[src/rtl/cmg_pkg.sv]
/*
 main gate and arming control package: constants, mode enums and carriers.
 assumes one 125 MHz clock; channel and reference edges arrive as
 one-cycle pulses already synchronous to that clock.
*/
// How it works
// - two select lines pick one of three modes
// - first input after arming opens input window
// - reference edge after input window opens time window
// - each path divides by two then ten
// - arm drop closes input window next input
// - time window closes next reference edge after
// - totalize routes channel B as reference, arm held
// - stop forces preset, clears windows, ends count
// - ratio: A events, B time, gate time governs
// - interval counts reference between A and B
// - interval: A opens, reference starts, B admitted
// - interval: B closes, counts one, reference stops
// - reference off when ratio or channel C selected
// - plug-in A/B select disables local triggers
// - cycle arm, measure, process, display repeats
// - arm request sets readiness, enables input window
// - arm lamp while armed, gate lamp when open
// - digit five while armed resets readiness
// - readiness reset forces arm enable false outside totalize
// - window status from input until reference closes
// - one-shot holds lamp forty ms after close
// - status fall sets kickoff, input clear resets; totalize never sets kickoff
package cmg_pkg;

	localparam int CMG_CLK_HZ      = 125_000_000;
	localparam int CMG_LAMP_MS     = 40;
	localparam int CMG_LAMP_CYCLES = CMG_CLK_HZ / 1000 * CMG_LAMP_MS;
	localparam int CMG_PRE_DIV2    = 2;
	localparam int CMG_PRE_DIV10   = 10;
	localparam logic [3:0] CMG_DIGIT_END = 4'h5;

	localparam logic [31:0] CMG_OFS_CTRL   = 32'h0000_0000;
	localparam logic [31:0] CMG_OFS_STATUS = 32'h0000_0004;
	localparam logic [31:0] CMG_CTRL_RESET = 32'h0000_0000;

	typedef enum logic [1:0] {
		CMG_MODE_FREQ,
		CMG_MODE_RATIO,
		CMG_MODE_INTERVAL
	} cmg_mode_e;

	typedef enum logic [1:0] {
		CMG_SEQ_RUNDOWN,
		CMG_SEQ_MEASURE,
		CMG_SEQ_PROCESS
	} cmg_seq_e;

	typedef struct packed {
		logic ratio_or_totalize_select;
		logic interval_or_events_select;
		logic plugin_ab_select;
		logic plugin_c_select;
		logic totalize_stop;
		logic gate_internal;
	} cmg_ctrl_s;

	typedef struct packed {
		logic event_div20;
		logic time_div20;
	} cmg_scale_s;

	function automatic cmg_mode_e cmg_decode(input logic rt, input logic ie);
		if (rt && !ie)
			return CMG_MODE_RATIO;
		else if (!rt && ie)
			return CMG_MODE_INTERVAL;
		else
			return CMG_MODE_FREQ;
	endfunction

endpackage

[src/rtl/cmg_main_gate.sv]
/*
 main gate, arming, resolution, status, lamp and processor start logic.
 assumes channel and reference edges as one-cycle synchronous pulses and an
 apb master on pclk; control bits live in a local register.
*/
`timescale 1ns/100ps
`default_nettype none
module cmg_main_gate
	import cmg_pkg::*;
#(
	parameter int LAMP_CYCLES = CMG_LAMP_CYCLES
)
(
	// clock and reset
	input  wire logic        pclk,
	input  wire logic        presetn,
	// apb slave
	input  wire logic        psel,
	input  wire logic        penable,
	input  wire logic        pwrite,
	input  wire logic [31:0] paddr,
	input  wire logic [31:0] pwdata,
	output logic      [31:0] prdata,
	output logic             pready,
	output logic             pslverr,
	// signal inputs (pulses)
	input  wire logic        chan_a_pulse,
	input  wire logic        chan_b_pulse,
	input  wire logic        ref_pulse,
	input  wire logic        sample_rate_done,
	input  wire logic        time_digit_valid,
	input  wire logic [3:0]  time_digit,
	input  wire logic        input_stage_clear,
	// outputs
	output cmg_scale_s       scale_out,
	output logic             event_window_line,
	output logic             window_open_status,
	output logic             processing_kickoff_n,
	output logic             ref_shutoff,
	output logic             trigger_disable,
	output logic             arm_lamp,
	output logic             window_lamp_drive
);

	////////////////////////////////////////////////////////////////////////////
	// register file
	cmg_ctrl_s ctrl_q;
	wire logic setup_w  = psel && !penable;
	wire logic access_w = psel && penable;
	wire logic hit_ctrl = paddr == CMG_OFS_CTRL;
	wire logic hit_stat = paddr == CMG_OFS_STATUS;
	wire logic [31:0] stat_w;

	always_ff @(posedge pclk or negedge presetn)
		if (!presetn)
		begin
			ctrl_q <= cmg_ctrl_s'(CMG_CTRL_RESET[5:0]);
		end
		else if (access_w && pwrite && hit_ctrl)
		begin
			ctrl_q <= cmg_ctrl_s'(pwdata[5:0]);
		end

	// zero wait states: the answer stands in the access cycle only
	wire logic [31:0] rdata_w = !setup_w || pwrite ? 32'h0000_0000 :
		hit_ctrl ? {26'h000_0000, ctrl_q} : hit_stat ? stat_w : 32'h0000_0000;

	always_ff @(posedge pclk or negedge presetn)
		if (!presetn)
		begin
			pready <= 1'b0;
		end
		else
		begin
			pready <= setup_w;
		end

	always_ff @(posedge pclk or negedge presetn)
		if (!presetn)
		begin
			pslverr <= 1'b0;
		end
		else
		begin
			pslverr <= setup_w && !(hit_ctrl || hit_stat);
		end

	always_ff @(posedge pclk or negedge presetn)
		if (!presetn)
		begin
			prdata <= 32'h0000_0000;
		end
		else
		begin
			prdata <= rdata_w;
		end

	////////////////////////////////////////////////////////////////////////////
	// mode decode and routing
	wire cmg_mode_e mode_w = cmg_decode(ctrl_q.ratio_or_totalize_select,
		ctrl_q.interval_or_events_select);
	wire logic totalize_w = mode_w == CMG_MODE_RATIO && ctrl_q.gate_internal == 1'b0;
	wire logic ratio_w    = mode_w == CMG_MODE_RATIO;
	wire logic interval_w = mode_w == CMG_MODE_INTERVAL;
	// ratio and totalize take channel B as the time clock
	wire logic tclk_w = ratio_w ? chan_b_pulse : ref_pulse;
	wire logic preset_w = totalize_w && ctrl_q.totalize_stop;

	////////////////////////////////////////////////////////////////////////////
	// arming sequence
	cmg_seq_e seq_q;
	logic     ready_q;
	logic     res_q;
	logic     in_win_q;
	logic     ref_win_q;
	logic     b_admit_q;
	logic     status_q;
	logic     kick_q;

	wire logic digit_end_w = ready_q && time_digit_valid && time_digit == CMG_DIGIT_END;
	wire logic arm_en_w = totalize_w ? !preset_w :
		ready_q && ctrl_q.gate_internal;
	wire logic open_w  = !in_win_q && arm_en_w && chan_a_pulse && !preset_w;
	wire logic close_a = in_win_q && !interval_w && !arm_en_w && chan_a_pulse;
	wire logic close_b = in_win_q && interval_w && b_admit_q && chan_b_pulse;
	wire logic close_w = close_a || close_b || (in_win_q && preset_w);
	wire logic status_fall = status_q && !(in_win_q || ref_win_q);

	always_ff @(posedge pclk or negedge presetn)
		if (!presetn)
		begin
			seq_q <= CMG_SEQ_RUNDOWN;
		end
		else
		begin
			case (seq_q)
				CMG_SEQ_RUNDOWN:
				begin
					if (sample_rate_done)
						seq_q <= CMG_SEQ_MEASURE;
				end
				CMG_SEQ_MEASURE:
				begin
					if (status_fall)
						seq_q <= CMG_SEQ_PROCESS;
				end
				CMG_SEQ_PROCESS:
				begin
					if (input_stage_clear)
						seq_q <= CMG_SEQ_RUNDOWN;
				end
				default:
				begin
					seq_q <= CMG_SEQ_RUNDOWN;
				end
			endcase
		end

	always_ff @(posedge pclk or negedge presetn)
		if (!presetn)
		begin
			res_q <= 1'b0;
		end
		else
		begin
			// the digit check is gated by readiness so scaler reads cannot retrigger
			res_q <= digit_end_w ? 1'b1 : (sample_rate_done ? 1'b0 : res_q);
		end

	always_ff @(posedge pclk or negedge presetn)
		if (!presetn)
		begin
			ready_q <= 1'b0;
		end
		else
		begin
			if (digit_end_w || (totalize_w && preset_w))
				ready_q <= 1'b0;
			else if (seq_q == CMG_SEQ_RUNDOWN && sample_rate_done)
				ready_q <= 1'b1;
		end

	////////////////////////////////////////////////////////////////////////////
	// window flip-flops (q high means open)
	always_ff @(posedge pclk or negedge presetn)
		if (!presetn)
		begin
			in_win_q <= 1'b0;
		end
		else
		begin
			if (open_w)
				in_win_q <= 1'b1;
			else if (close_w)
				in_win_q <= 1'b0;
		end

	always_ff @(posedge pclk or negedge presetn)
		if (!presetn)
		begin
			b_admit_q <= 1'b0;
		end
		else
		begin
			b_admit_q <= interval_w && (open_w || (in_win_q && !close_w));
		end

	always_ff @(posedge pclk or negedge presetn)
		if (!presetn)
		begin
			ref_win_q <= 1'b0;
		end
		else
		begin
			if (preset_w)
				ref_win_q <= 1'b0;
			else if (tclk_w)
				ref_win_q <= in_win_q;
		end

	////////////////////////////////////////////////////////////////////////////
	// prescalers: divide by two then by ten
	logic       ev_b_q;
	logic       tm_b_q;
	logic [3:0] ev_d_q;
	logic [3:0] tm_d_q;
	wire logic ev_in = in_win_q && (interval_w ? close_b : chan_a_pulse);
	wire logic tm_in = ref_win_q && tclk_w;
	wire logic ev_carry = ev_in && ev_b_q;
	wire logic tm_carry = tm_in && tm_b_q;

	function automatic logic [3:0] cmg_dec(input logic [3:0] d);
		return d == 4'(CMG_PRE_DIV10 - 1) ? 4'h0 : d + 4'h1;
	endfunction

	always_ff @(posedge pclk or negedge presetn)
		if (!presetn)
		begin
			ev_b_q <= 1'b0;
		end
		else
		begin
			if (ev_in)
				ev_b_q <= !ev_b_q;
		end

	always_ff @(posedge pclk or negedge presetn)
		if (!presetn)
		begin
			tm_b_q <= 1'b0;
		end
		else
		begin
			if (tm_in)
				tm_b_q <= !tm_b_q;
		end

	always_ff @(posedge pclk or negedge presetn)
		if (!presetn)
		begin
			ev_d_q <= 4'h0;
		end
		else
		begin
			if (ev_carry)
				ev_d_q <= cmg_dec(ev_d_q);
		end

	always_ff @(posedge pclk or negedge presetn)
		if (!presetn)
		begin
			tm_d_q <= 4'h0;
		end
		else
		begin
			if (tm_carry)
				tm_d_q <= cmg_dec(tm_d_q);
		end

	always_ff @(posedge pclk or negedge presetn)
		if (!presetn)
		begin
			scale_out <= '0;
		end
		else
		begin
			scale_out.event_div20 <= ev_carry && ev_d_q == 4'(CMG_PRE_DIV10 - 1);
			scale_out.time_div20  <= tm_carry && tm_d_q == 4'(CMG_PRE_DIV10 - 1);
		end

	////////////////////////////////////////////////////////////////////////////
	// status, lamps, processor start, turn-off control
	logic [31:0] lamp_cnt_q;

	always_ff @(posedge pclk or negedge presetn)
		if (!presetn)
		begin
			status_q <= 1'b0;
		end
		else
		begin
			if (open_w)
				status_q <= 1'b1;
			else if (status_fall)
				status_q <= 1'b0;
		end

	always_ff @(posedge pclk or negedge presetn)
		if (!presetn)
		begin
			kick_q <= 1'b0;
		end
		else
		begin
			// set wins over the clear
			if (status_fall && !totalize_w)
				kick_q <= 1'b1;
			else if (input_stage_clear)
				kick_q <= 1'b0;
		end

	always_ff @(posedge pclk or negedge presetn)
		if (!presetn)
		begin
			lamp_cnt_q <= 32'h0000_0000;
		end
		else
		begin
			if (status_q)
				lamp_cnt_q <= 32'(LAMP_CYCLES);
			else if (lamp_cnt_q != 32'h0000_0000)
				lamp_cnt_q <= lamp_cnt_q - 32'h0000_0001;
		end

	always_ff @(posedge pclk or negedge presetn)
		if (!presetn)
		begin
			event_window_line    <= 1'b0;
			window_open_status   <= 1'b0;
			processing_kickoff_n <= 1'b1;
			arm_lamp             <= 1'b0;
		end
		else
		begin
			event_window_line    <= in_win_q;
			window_open_status   <= status_q;
			processing_kickoff_n <= !kick_q;
			arm_lamp             <= ready_q && !in_win_q;
		end

	always_ff @(posedge pclk or negedge presetn)
		if (!presetn)
		begin
			window_lamp_drive <= 1'b0;
		end
		else
		begin
			window_lamp_drive <= status_q || lamp_cnt_q != 32'h0000_0000;
		end

	always_ff @(posedge pclk or negedge presetn)
		if (!presetn)
		begin
			ref_shutoff     <= 1'b0;
			trigger_disable <= 1'b0;
		end
		else
		begin
			ref_shutoff     <= ctrl_q.ratio_or_totalize_select || ctrl_q.plugin_c_select;
			trigger_disable <= ctrl_q.plugin_ab_select;
		end

	assign stat_w = {22'h00_0000, mode_w, seq_q, kick_q, status_q, ref_win_q,
		in_win_q, res_q, ready_q};

endmodule // cmg_main_gate
`default_nettype wire

[config.mk]
export PLATFORM = sky130hd
export DESIGN_NAME = cmg_main_gate
export DESIGN_NICKNAME = d
export VERILOG_FILES = /design/src/rtl/cmg_pkg.sv /design/src/rtl/cmg_main_gate.sv
export SDC_FILE = /design/constraint.sdc
export NUM_CORES = 1
export LEC_CHECK = 0
export BUFFER_PORTS_ARGS = -buffer_cell sky130_fd_sc_hd__buf_4
export CAP_MARGIN = 20
export CELL_PAD_IN_SITES_DETAIL_PLACEMENT = 1
export CELL_PAD_IN_SITES_GLOBAL_PLACEMENT = 1
export CORE_MARGIN = 10
export CORE_UTILIZATION = 42
export DETAILED_ROUTE_END_ITERATION = 8
export HOLD_SLACK_MARGIN = 0.03
export PLACE_DENSITY = 0.81
export SYNTH_ARGS = -nofsm -noshare
export SYNTH_HDL_FRONTEND = slang
export SYNTH_SLANG_ARGS = --single-unit
[constraint.sdc]
create_clock -name pclk -period 5 [get_ports pclk]
set_clock_uncertainty 0.1 [all_clocks]
set_input_delay 0.25 -clock pclk [delete_from_list [all_inputs] [get_ports pclk]]
set_output_delay 0.25 -clock pclk [all_outputs]
set_load 0.02 [all_outputs]
==> flow_metrics.py, run 1 <==
metrics = {
    "layout": {
        "final_area_um2": 4790,
        "areaGrowthSynthToFinish_pct": 22.2,
        "final_nets": 532,
        "diodes": 0,
        "drive_above_1_share": 0.256,
        "layout_common_cells": "dfrtp_1 (77), buf_4 (75), nor2_1 (45)",
        "fin_util": 0.524,
        "layout_commonest_cell": "dfrtp_1",
    },
    "synth": {
        "synthArstFlopShare": 1.00,
        "synth.cell_area_um2": 3920,
        "synth-seq-cells": 78,
        "ys_warn_count": 0,
        "synth_xor_xnor_area_share": 0.0447,
        "synth-edff-count": 0,
        "synth-main-ff-cell": "dfrtp_1",
        "synth_compound_area_frac": 0.130,
        "synth_fa_ha_area_frac": 0.00319,
        "avgSynthCellArea_um2": 10.6,
        "synth_top_family_by_area": "simple AND/OR/NAND/NOR gates",
        "syn-instance-count": 369,
        "yosysUniqueCellTypes": 61,
        "synth.area.mux_share": 0.0332,
        "ys_seq_area_frac": 0.498,
        "synthSimpleGateAreaFrac": 0.226,
    },
    "cts": {
        "root_buffer": "clkbuf_8",
        "htree_levels": 3,
        "postCtsSetupRepairBufs": 0,
        "clk_pin_slew_ns": 0.09,
        "cts_max_path_buffers": 2,
        "clk-insertion-delay-late_ns": 0.34,
        "cts_made_buffers": 9,
        "cts_sinks": 78,
        "cts_tree": "built",
    },
    "outcome": {
        "status": "finished, final reports clean",
    },
    "sta": {
        "fin_crit_sh": 0.593,
        "grt_setup_unrepaired": "false",
        "worst_slack_ns": 2.03,
        "tightest_slew_ns": 0.977,
        "hold_viol": 0,
        "slew_headroom": 0.349,
        "period_needed_ns": 2.97,
        "fin_setup_tns_ns": 0,
        "slew_viol_final": 0,
        "fmax_mhz": 337,
        "setup_viol": 0,
    },
    "setup_path": {
        "crit_type": "flop to flop",
        "path_max_fanout": 14,
        "critPathCaptureType": "flop",
        "cp.arrival_ns": 3.07,
        "path_cells": "inv_1 > ha_1 > or3b_1 > or4b_4 > or3_1 > a211oi_2 > a31oi_1",
        "crit_slowest_cell": "or4b_4",
        "crit_family": "simple AND/OR/NAND/NOR gates",
        "cpPeakStageDelay_ns": 0.69,
        "cp-start-kind": "flop",
        "required_ns": 5.11,
        "critPathBufInv": 1,
    },
    "detailed_routing": {
        "vias_per_cell": 5.49,
        "routed_wl_mm": 10.1,
        "first_iter_violations": 126,
        "drtAntennaViolNets": 0,
        "wl_per_cell_um": 17.8,
        "drc_errors": 0,
        "vias": 3121,
        "drt_pass1_iterations": 4,
    },
    "placed_design": {
        "place_ws_ns": 2.04,
        "io_buffer_count": 73,
        "gp_congestion": 0.762,
        "hpwlAfterDp_mm": 7.36,
        "placed_area_um2": 4490,
    },
    "die": {
        "initial_core_util": 0.429,
        "dieHeight_um": 117,
        "die_area_um2": 13600,
        "die_x_um": 117,
        "ioPinCount": 122,
        "core-area_um2": 9150,
        "rows": 35,
    },
    "power": {
        "power.leakage_uw": 0.00218,
        "pwr-share-comb": 0.067,
        "p_switching_uw": 289,
        "p_int_uw": 971,
        "swShare": 0.229,
        "vdd_drop_max_mv": 0.132,
        "pwr-share-seq": 0.509,
        "p_per_area_nw_per_um2": 263,
        "clock_power_share": 0.425,
        "p_total_uw": 1260,
    },
    "grt": {
        "grt_pass1_vias": 3420,
        "grt_max_degree": 79,
        "antenna_found_initial": 0,
        "track_usage": 0.155,
        "overflow": 0,
        "grt_pass1_wl_mm": 16.9,
    },
    "run": {
        "maxCapViolCount": 0,
    },
    "hold_path": {
        "hold_class": "input port to flop",
    },
}
## layout make-up
type                            instances  area [um2]
Inverter                               10        37.5
Multi-Input combinational cell        270        1800
Tap cell                              111         139
Sequential cell                        78        1950
Timing Repair Buffer                   83         643
Fill cell                            1041        4360
Clock inverter                          5        82.6
Clock buffer                           11         141
## cells in the mapped netlist, types with 4 or more instances
master	instances	area, um2
nor4_1	16	100
xnor2_1	13	114
a21o_1	5	37.5
xor2_1	7	61.3
nand2_1	9	33.8
nand4_1	6	37.5
nor2b_1	9	56.3
or3_1	4	25.0
dfrtp_1	77	1930
inv_1	10	37.5
and4_1	4	35.0
nor2_1	45	169
mux2i_1	4	40.0
and2_1	4	25.0
o31ai_1	8	60.1
nor3_1	14	70.1
buf_4	22	165
clkbuf_1	7	26.3
a21oi_1	11	55.1
o21ai_0	8	40.0
nand2b_1	12	75.1
mux2_2	8	90.1
or4_1	6	45.0
a22oi_1	6	45.0
## through the flow
| stage | hold slack, ns | cells |
|---|---|---|
| finish | 0.0450 | 568 |
| global route | 0.0359 | 568 |
| CTS | 0.0316 | 566 |
| detailed placement | 0.314 | 544 |
| global placement | 0.309 | 544 |
| floorplan | -0.146 | 390 |
## sequential cells by signal, indices dropped and copies added, names as in the netlist, 2 cells and up
signal	cells
tm_d_q	4
seq_q	2
lamp_cnt_q	32
prdata	10
ctrl_q	6
scale_out	2
ev_d_q	4
## layer usage
metal	vias to the layer above	share of wire	GRT usage
met3	12	0.048	0.0544
met2	56	0.53	0.278
li1	1454	-	-
met5	-	0	0
met4	0	0.011	0.0371
met1	1599	0.41	0.172
## power groups by stage
stage	Combinational [uW]	Clock (uW)	Sequential (uW)
after global routing	92.4	574	642
after floorplan	36.3	0	655
after detailed placement	79.4	0	653
after CTS	83.4	547	641
final	84.2	535	641
after global placement	77.5	0	653
## cell families (layout without fill, tap and decap cells)
family | Yosys count | in the layout
xor+xnor | 20 | 20
compound gates | 62 | 62
simple gates | 153 | 153
mux | 12 | 12
other cells | 1 | 22
buf+inv | 42 | 109
fa+ha+maj | 1 | 1
flops | 78 | 78
## path summary, 6_finish.rpt
path	cells after the start	from	slack [ns]	end
min in group asynchronous	2	presetn	0.49	lamp_cnt_q[3]
max reg2reg	7	lamp_cnt_q[0]	2.03	lamp_cnt_q[9]
max	7	lamp_cnt_q[0]	2.03	lamp_cnt_q[9]
max in group asynchronous	2	presetn	3.66	lamp_cnt_q[22]
min reg2reg	1	kick_q	0.32	processing_kickoff_n
min	2	pwdata[2]	0.05	ctrl_q[2]
## repair_timing
item,in CTS,in global routing
hold buffers,6,2
hold endpoints to repair,83,2
gates resized for setup,0,0
Power figures use the tool's default switching activity.
==> run 2, diff against run 1 <==
ABC_AREA = 1   (was unset)
CORE_UTILIZATION = 34   (was 42)
PLACE_DENSITY = 0.73   (was 0.81)
clock period = 2.7 ns   (was 5 ns; I/O delays follow)
==> flow_metrics.py, run 2 <==
metrics = {
    "layout": {
        "areaGrowthSynthToFinish_pct": 24.5,
        "seqCellArea_um2": 1950,
        "fin_util": 0.439,
        "regMostFlops": "lamp_cnt_q",
        "reg_top3": "lamp_cnt_q (32), prdata (10), ctrl_q (6)",
        "final_nets": 747,
        "multi_input_area_um2": 1950,
        "finalNonFillerCells": 839,
        "drive_above_1_share": 0.183,
        "largest_reg_flops": 32,
        "final_area_um2": 5330,
        "diodes": 0,
        "layout_commonest_cell": "nand2_1",
        "fillers": 1521,
        "layout_common_cells": "nand2_1 (121), nor2_1 (112), dfrtp_1 (77)",
    },
    "die": {
        "die_x_um": 132,
        "rows": 40,
        "ioPinCount": 122,
        "dieHeight_um": 132,
        "die_area_um2": 17500,
        "core-area_um2": 12200,
        "initial_core_util": 0.352,
    },
    "detailed_routing": {
        "vias_per_cell": 4.69,
        "drc_errors": 0,
        "first_iter_violations": 213,
        "vias": 3933,
        "drt_pass1_iterations": 4,
        "drtAntennaViolNets": 0,
        "routed_wl_mm": 12.9,
        "wl_per_cell_um": 15.3,
    },
    "setup_path": {
        "cp-start-kind": "flop",
        "cpPeakStageDelay_ns": 0.36,
        "crit_type": "flop to flop",
        "critPathCaptureType": "flop",
        "crit_slowest_cell": "dfrtp_1",
        "path_cells": "inv_1 > ha_1 > nand2_2 > nor2_4 > nand2_2 > nor2_4 > nand2_4 > clkinv_4 > nor2_1",
        "cp.arrival_ns": 2.16,
        "path_max_fanout": 19,
        "required_ns": 2.82,
    },
    "synth": {
        "yosysUniqueCellTypes": 30,
        "netlist_top_cells_count": "nand2_1 (121), nor2_1 (112), dfrtp_1 (77), inv_1 (64), nand3_1 (59)",
        "synthTopCellsByArea": "dfrtp_1 (45%), nand2_1 (11%), nor2_1 (9.8%), nand3_1 (6.9%), inv_1 (5.6%)",
        "synthArstFlopShare": 1.00,
        "ys_warn_count": 0,
        "synth-main-ff-cell": "dfrtp_1",
        "synth_top_cell_by_area": "dfrtp_1",
        "netlist.area_leader.share": 0.450,
        "yosysMostFrequentCell": "nand2_1",
        "avgSynthCellArea_um2": 7.45,
        "synth-edff-count": 0,
        "synth-seq-cells": 78,
        "syn-instance-count": 575,
        "ys_seq_area_frac": 0.456,
        "synth.cell_area_um2": 4280,
    },
    "placed_design": {
        "hpwlAfterDp_mm": 10.0,
        "gp_congestion": 0.816,
        "io_buffer_count": 73,
        "place_ws_ns": 0.660,
        "placed_area_um2": 4930,
        "dp.cells": 811,
    },
    "power": {
        "vdd_drop_max_mv": 0.277,
        "power.leakage_uw": 0.00264,
        "p_per_area_nw_per_um2": 484,
    },
    "cts": {
        "clk_pin_slew_ns": 0.06,
        "cts_sinks": 78,
        "cts_made_buffers": 9,
        "clk-insertion-delay-late_ns": 0.34,
        "root_buffer": "clkbuf_16",
        "htree_levels": 3,
        "cts_tree": "built",
        "postCtsSetupRepairBufs": 0,
        "cts_max_path_buffers": 2,
    },
    "hold_path": {
        "hold_class": "input port to flop",
    },
    "sta": {
        "fin_setup_tns_ns": 0,
        "grt_setup_unrepaired": "false",
        "fin_crit_sh": 0.755,
        "fmax_mhz": 490,
        "slew_viol_final": 0,
        "worst_slack_ns": 0.661,
        "period_needed_ns": 2.04,
        "tightest_slew_ns": 0.642,
        "setup_viol": 0,
        "slew_headroom": 0.571,
        "hold_viol": 0,
    },
    "grt": {
        "overflow": 0,
        "grtUsageMet1": 0.162,
        "globalRoute.busiestLayer": "met2",
        "grt_use_met2": 0.291,
        "track_usage": 0.154,
        "grt_pass1_vias": 4497,
        "use_met3": 0.0393,
        "antenna_found_initial": 0,
        "grt_max_degree": 79,
        "grt_pass1_wl_mm": 22.2,
    },
    "run": {
        "maxCapViolCount": 0,
    },
    "outcome": {
        "status": "finished, final reports clean",
    },
}
[run 2: timing repair]
item	4_1_cts	5_1_grt
endpoints found under the setup margin	0	0
gates resized for setup	0	0
hold endpoints to repair	90	0
hold buffers	12	0
[run 2: logic make-up after synthesis]
family | Yosys count | share of synthesized area
AND/OR/NAND/NOR | 347 | 0.357
buffers and inverters | 94 | 0.107
flip-flops | 78 | 0.456
AO/OA/AOI/OAI | 46 | 0.0593
XOR/XNOR | 8 | 0.0164
adder cells (fa/ha/maj) | 1 | 0.00292
other | 1 | 0.000875
[run 2: worst max-delay path: cells and delay by family (launching register included)]
family | cells | cell delay, ns
DFF | 1 | 0.36
buffers and inverters | 2 | 0.32
adders and majority gates | 1 | 0.31
and+or+nand+nor | 6 | 0.83
[run 2: per-stage QoR]
step                      hold WS [ns]  power, uW
final                           0.0488       2580
after global routing            0.0884       2720
after CTS                       0.0537       2620
after detailed placement         0.233       1510
after global placement           0.221       1500
after floorplan                 -0.261       1410
[run 2: cell type report]
cell class                      instances  share of cell area
Inverter                               66              0.0474
Sequential cell                        78               0.366
Multi-Input combinational cell        424               0.365
Timing Repair Buffer                   88               0.133
Tap cell                              168              0.0394
Clock buffer                           11              0.0436
Clock inverter                          4             0.00469
[run 2: final timing paths]
kind / from / end / cells past startpoint / slack [ns]
setup / recovery: lamp_cnt_q[0] / lamp_cnt_q[20] / 9 / 0.66
hold / removal: time_digit_valid / res_q / 3 / 0.05
setup reg to reg: lamp_cnt_q[0] / lamp_cnt_q[20] / 9 / 0.66
hold reg to reg: ctrl_q[3] / trigger_disable / 0 / 0.31
max in group asynchronous: presetn / processing_kickoff_n / 3 / 1.72
min in group asynchronous: presetn / lamp_cnt_q[16] / 2 / 0.14
[run 2: power by group]
part	internal [uW]	total, uW	switching (uW)
clock network	614	1070	459
logic	111	256	145
registers	1220	1250	34.5
[run 2: metal layers]
metal	part of all wire	vias up
li1	-	1952
met3	0.031	15
met5	0	-
met1	0.40	1909
met2	0.56	57
met4	0.017	0
==> run 3, diff against run 2 <==
CORE_UTILIZATION = 37   (was 34)
PLACE_DENSITY = 0.76   (was 0.73)
clock period = 1.9 ns   (was 2.7 ns; I/O delays follow)
==> flow_metrics.py, run 3 (synthesis gave the netlist of run 2 again) <==
metrics = {
    "setup_path": {
        "cp-start-kind": "flop",
        "crit_family": "simple AND/OR/NAND/NOR gates",
        "cpPeakStageDelay_ns": 0.43,
        "path_max_fanout": 19,
        "cp.arrival_ns": 1.93,
        "path_cells": "nor2_2 > nand2_1 > nor2_1 > nand2_1 > nor2_4 > nand2_4 > clkinv_8 > nor2_1",
        "critPathBufInv": 1,
        "crit_slowest_cell": "dfrtp_1",
        "required_ns": 2.04,
        "critPathCaptureType": "flop",
        "crit_type": "flop to flop",
    },
    "sta": {
        "grt_setup_unrepaired": "true",
        "slew_viol_final": 0,
        "fmax_mhz": 557,
        "fin_crit_sh": 0.945,
        "period_needed_ns": 1.79,
        "hold_viol": 0,
        "slew_headroom": 0.665,
        "setup_viol": 0,
        "worst_slack_ns": 0.105,
        "tightest_slew_ns": 0.500,
    },
    "run": {
        "maxCapViolCount": 0,
    },
    "detailed_routing": {
        "vias_per_cell": 4.87,
        "first_iter_violations": 124,
        "wl_per_cell_um": 16.0,
        "drc_errors": 0,
        "wl_met3_um": 333,
        "routed_wl_mm": 13.4,
        "highest_layer": "met4",
        "met2_length_mm": 7.23,
        "wl_met1_mm": 5.56,
        "drt_pass1_iterations": 4,
        "vias": 4080,
        "drtAntennaViolNets": 0,
    },
    "cts": {
        "cts_max_path_buffers": 2,
        "htree_levels": 3,
        "cts_made_buffers": 9,
        "root_buffer": "clkbuf_16",
        "clk_pin_slew_ns": 0.06,
        "postCtsSetupRepairBufs": 0,
        "cts_tree": "built",
        "clk-insertion-delay-late_ns": 0.35,
        "cts_sinks": 78,
    },
    "die": {
        "die_x_um": 128,
        "core-area_um2": 11400,
        "rows": 39,
        "dieHeight_um": 128,
        "initial_core_util": 0.377,
        "ioPinCount": 122,
        "die_area_um2": 16300,
    },
    "hold_path": {
        "hold_class": "input port to flop",
    },
    "layout": {
        "drive_above_1_share": 0.209,
        "largest_reg_flops": 32,
        "areaGrowthSynthToFinish_pct": 29.8,
        "layout_commonest_cell": "nand2_1",
        "regMostFlops": "lamp_cnt_q",
        "final_nets": 770,
        "layout_common_cells": "nand2_1 (121), nor2_1 (112), buf_4 (94)",
        "final_area_um2": 5560,
        "reg_top3": "lamp_cnt_q (32), prdata (10), ctrl_q (6)",
        "diodes": 0,
        "fin_util": 0.489,
    },
    "placed_design": {
        "hpwlAfterDp_mm": 10.3,
        "placed_area_um2": 5060,
        "io_buffer_count": 73,
        "gp_congestion": 0.882,
        "place_ws_ns": 0.0749,
    },
    "outcome": {
        "status": "finished, final reports clean",
    },
    "power": {
        "p_per_area_nw_per_um2": 729,
        "power.leakage_uw": 0.00279,
        "p_total_uw": 4050,
        "vdd_drop_max_mv": 0.445,
    },
    "grt": {
        "grt_max_degree": 48,
        "track_usage": 0.171,
        "grt_pass1_wl_mm": 22.4,
        "antenna_found_initial": 0,
        "overflow": 0,
        "grt_pass1_vias": 4556,
    },
}
## run 3: final timing paths
kind / startpoint / to / slack, ns / cells past startpoint
worst max register to register: lamp_cnt_q[26] / lamp_cnt_q[27] / 0.11 / 8
min in group asynchronous: presetn / window_lamp_drive / 0.14 / 2
worst min-delay path: pwrite / prdata[7] / 0.06 / 4
worst max-delay path: lamp_cnt_q[26] / lamp_cnt_q[27] / 0.11 / 8
worst min register to register: ctrl_q[3] / trigger_disable / 0.31 / 0
max in group asynchronous: presetn / processing_kickoff_n / 0.90 / 3
## run 3: what timing repair did
item | in CTS | in global routing
hold buffers | 16 | 0
endpoints found under the setup margin | 0 | 21
resized for setup | 0 | 4
hold endpoints to repair | 51 | 0
## run 3: power by group
part	leakage, uW	internal (uW)	total (uW)	switching (uW)
clock	0.000156	1190	1900	713
combinational	0.00163	162	373	211
sequential	0.00101	1730	1780	49.4
## run 3: tightest hold or removal path: cells and delay by family
| kind | cells | cell delay (ns) |
|---|---|---|
| buffers and inverters | 2 | 0.14 |
| AND/OR/NAND/NOR | 2 | 0.24 |
## run 3: area by class of cell
cell class                 instances  area (um2)
tap                              143         179
fill                            1419        5810
timing repair buffer             111         886
clock inverter                     5        81.3
sequential                        78        1950
inverter                          66         260
multi-input combinational        424        1960
clock buffer                      11         243
## run 3: stage by stage
step	hold slack [ns]	cells	setup TNS [ns]
CTS	0.0491	838	0
finish	0.0618	838	0
global placement	-0.0157	806	0
floorplan	-0.301	596	0
global route	0.0996	838	-0.0498
detailed placement	-0.0138	806	0
## run 3: metal layers
metal  track usage  vias up
li1              -     1994
met1         0.192     2001
met2         0.309       63
met3        0.0294       22
met4        0.0788        0
met5             0        -
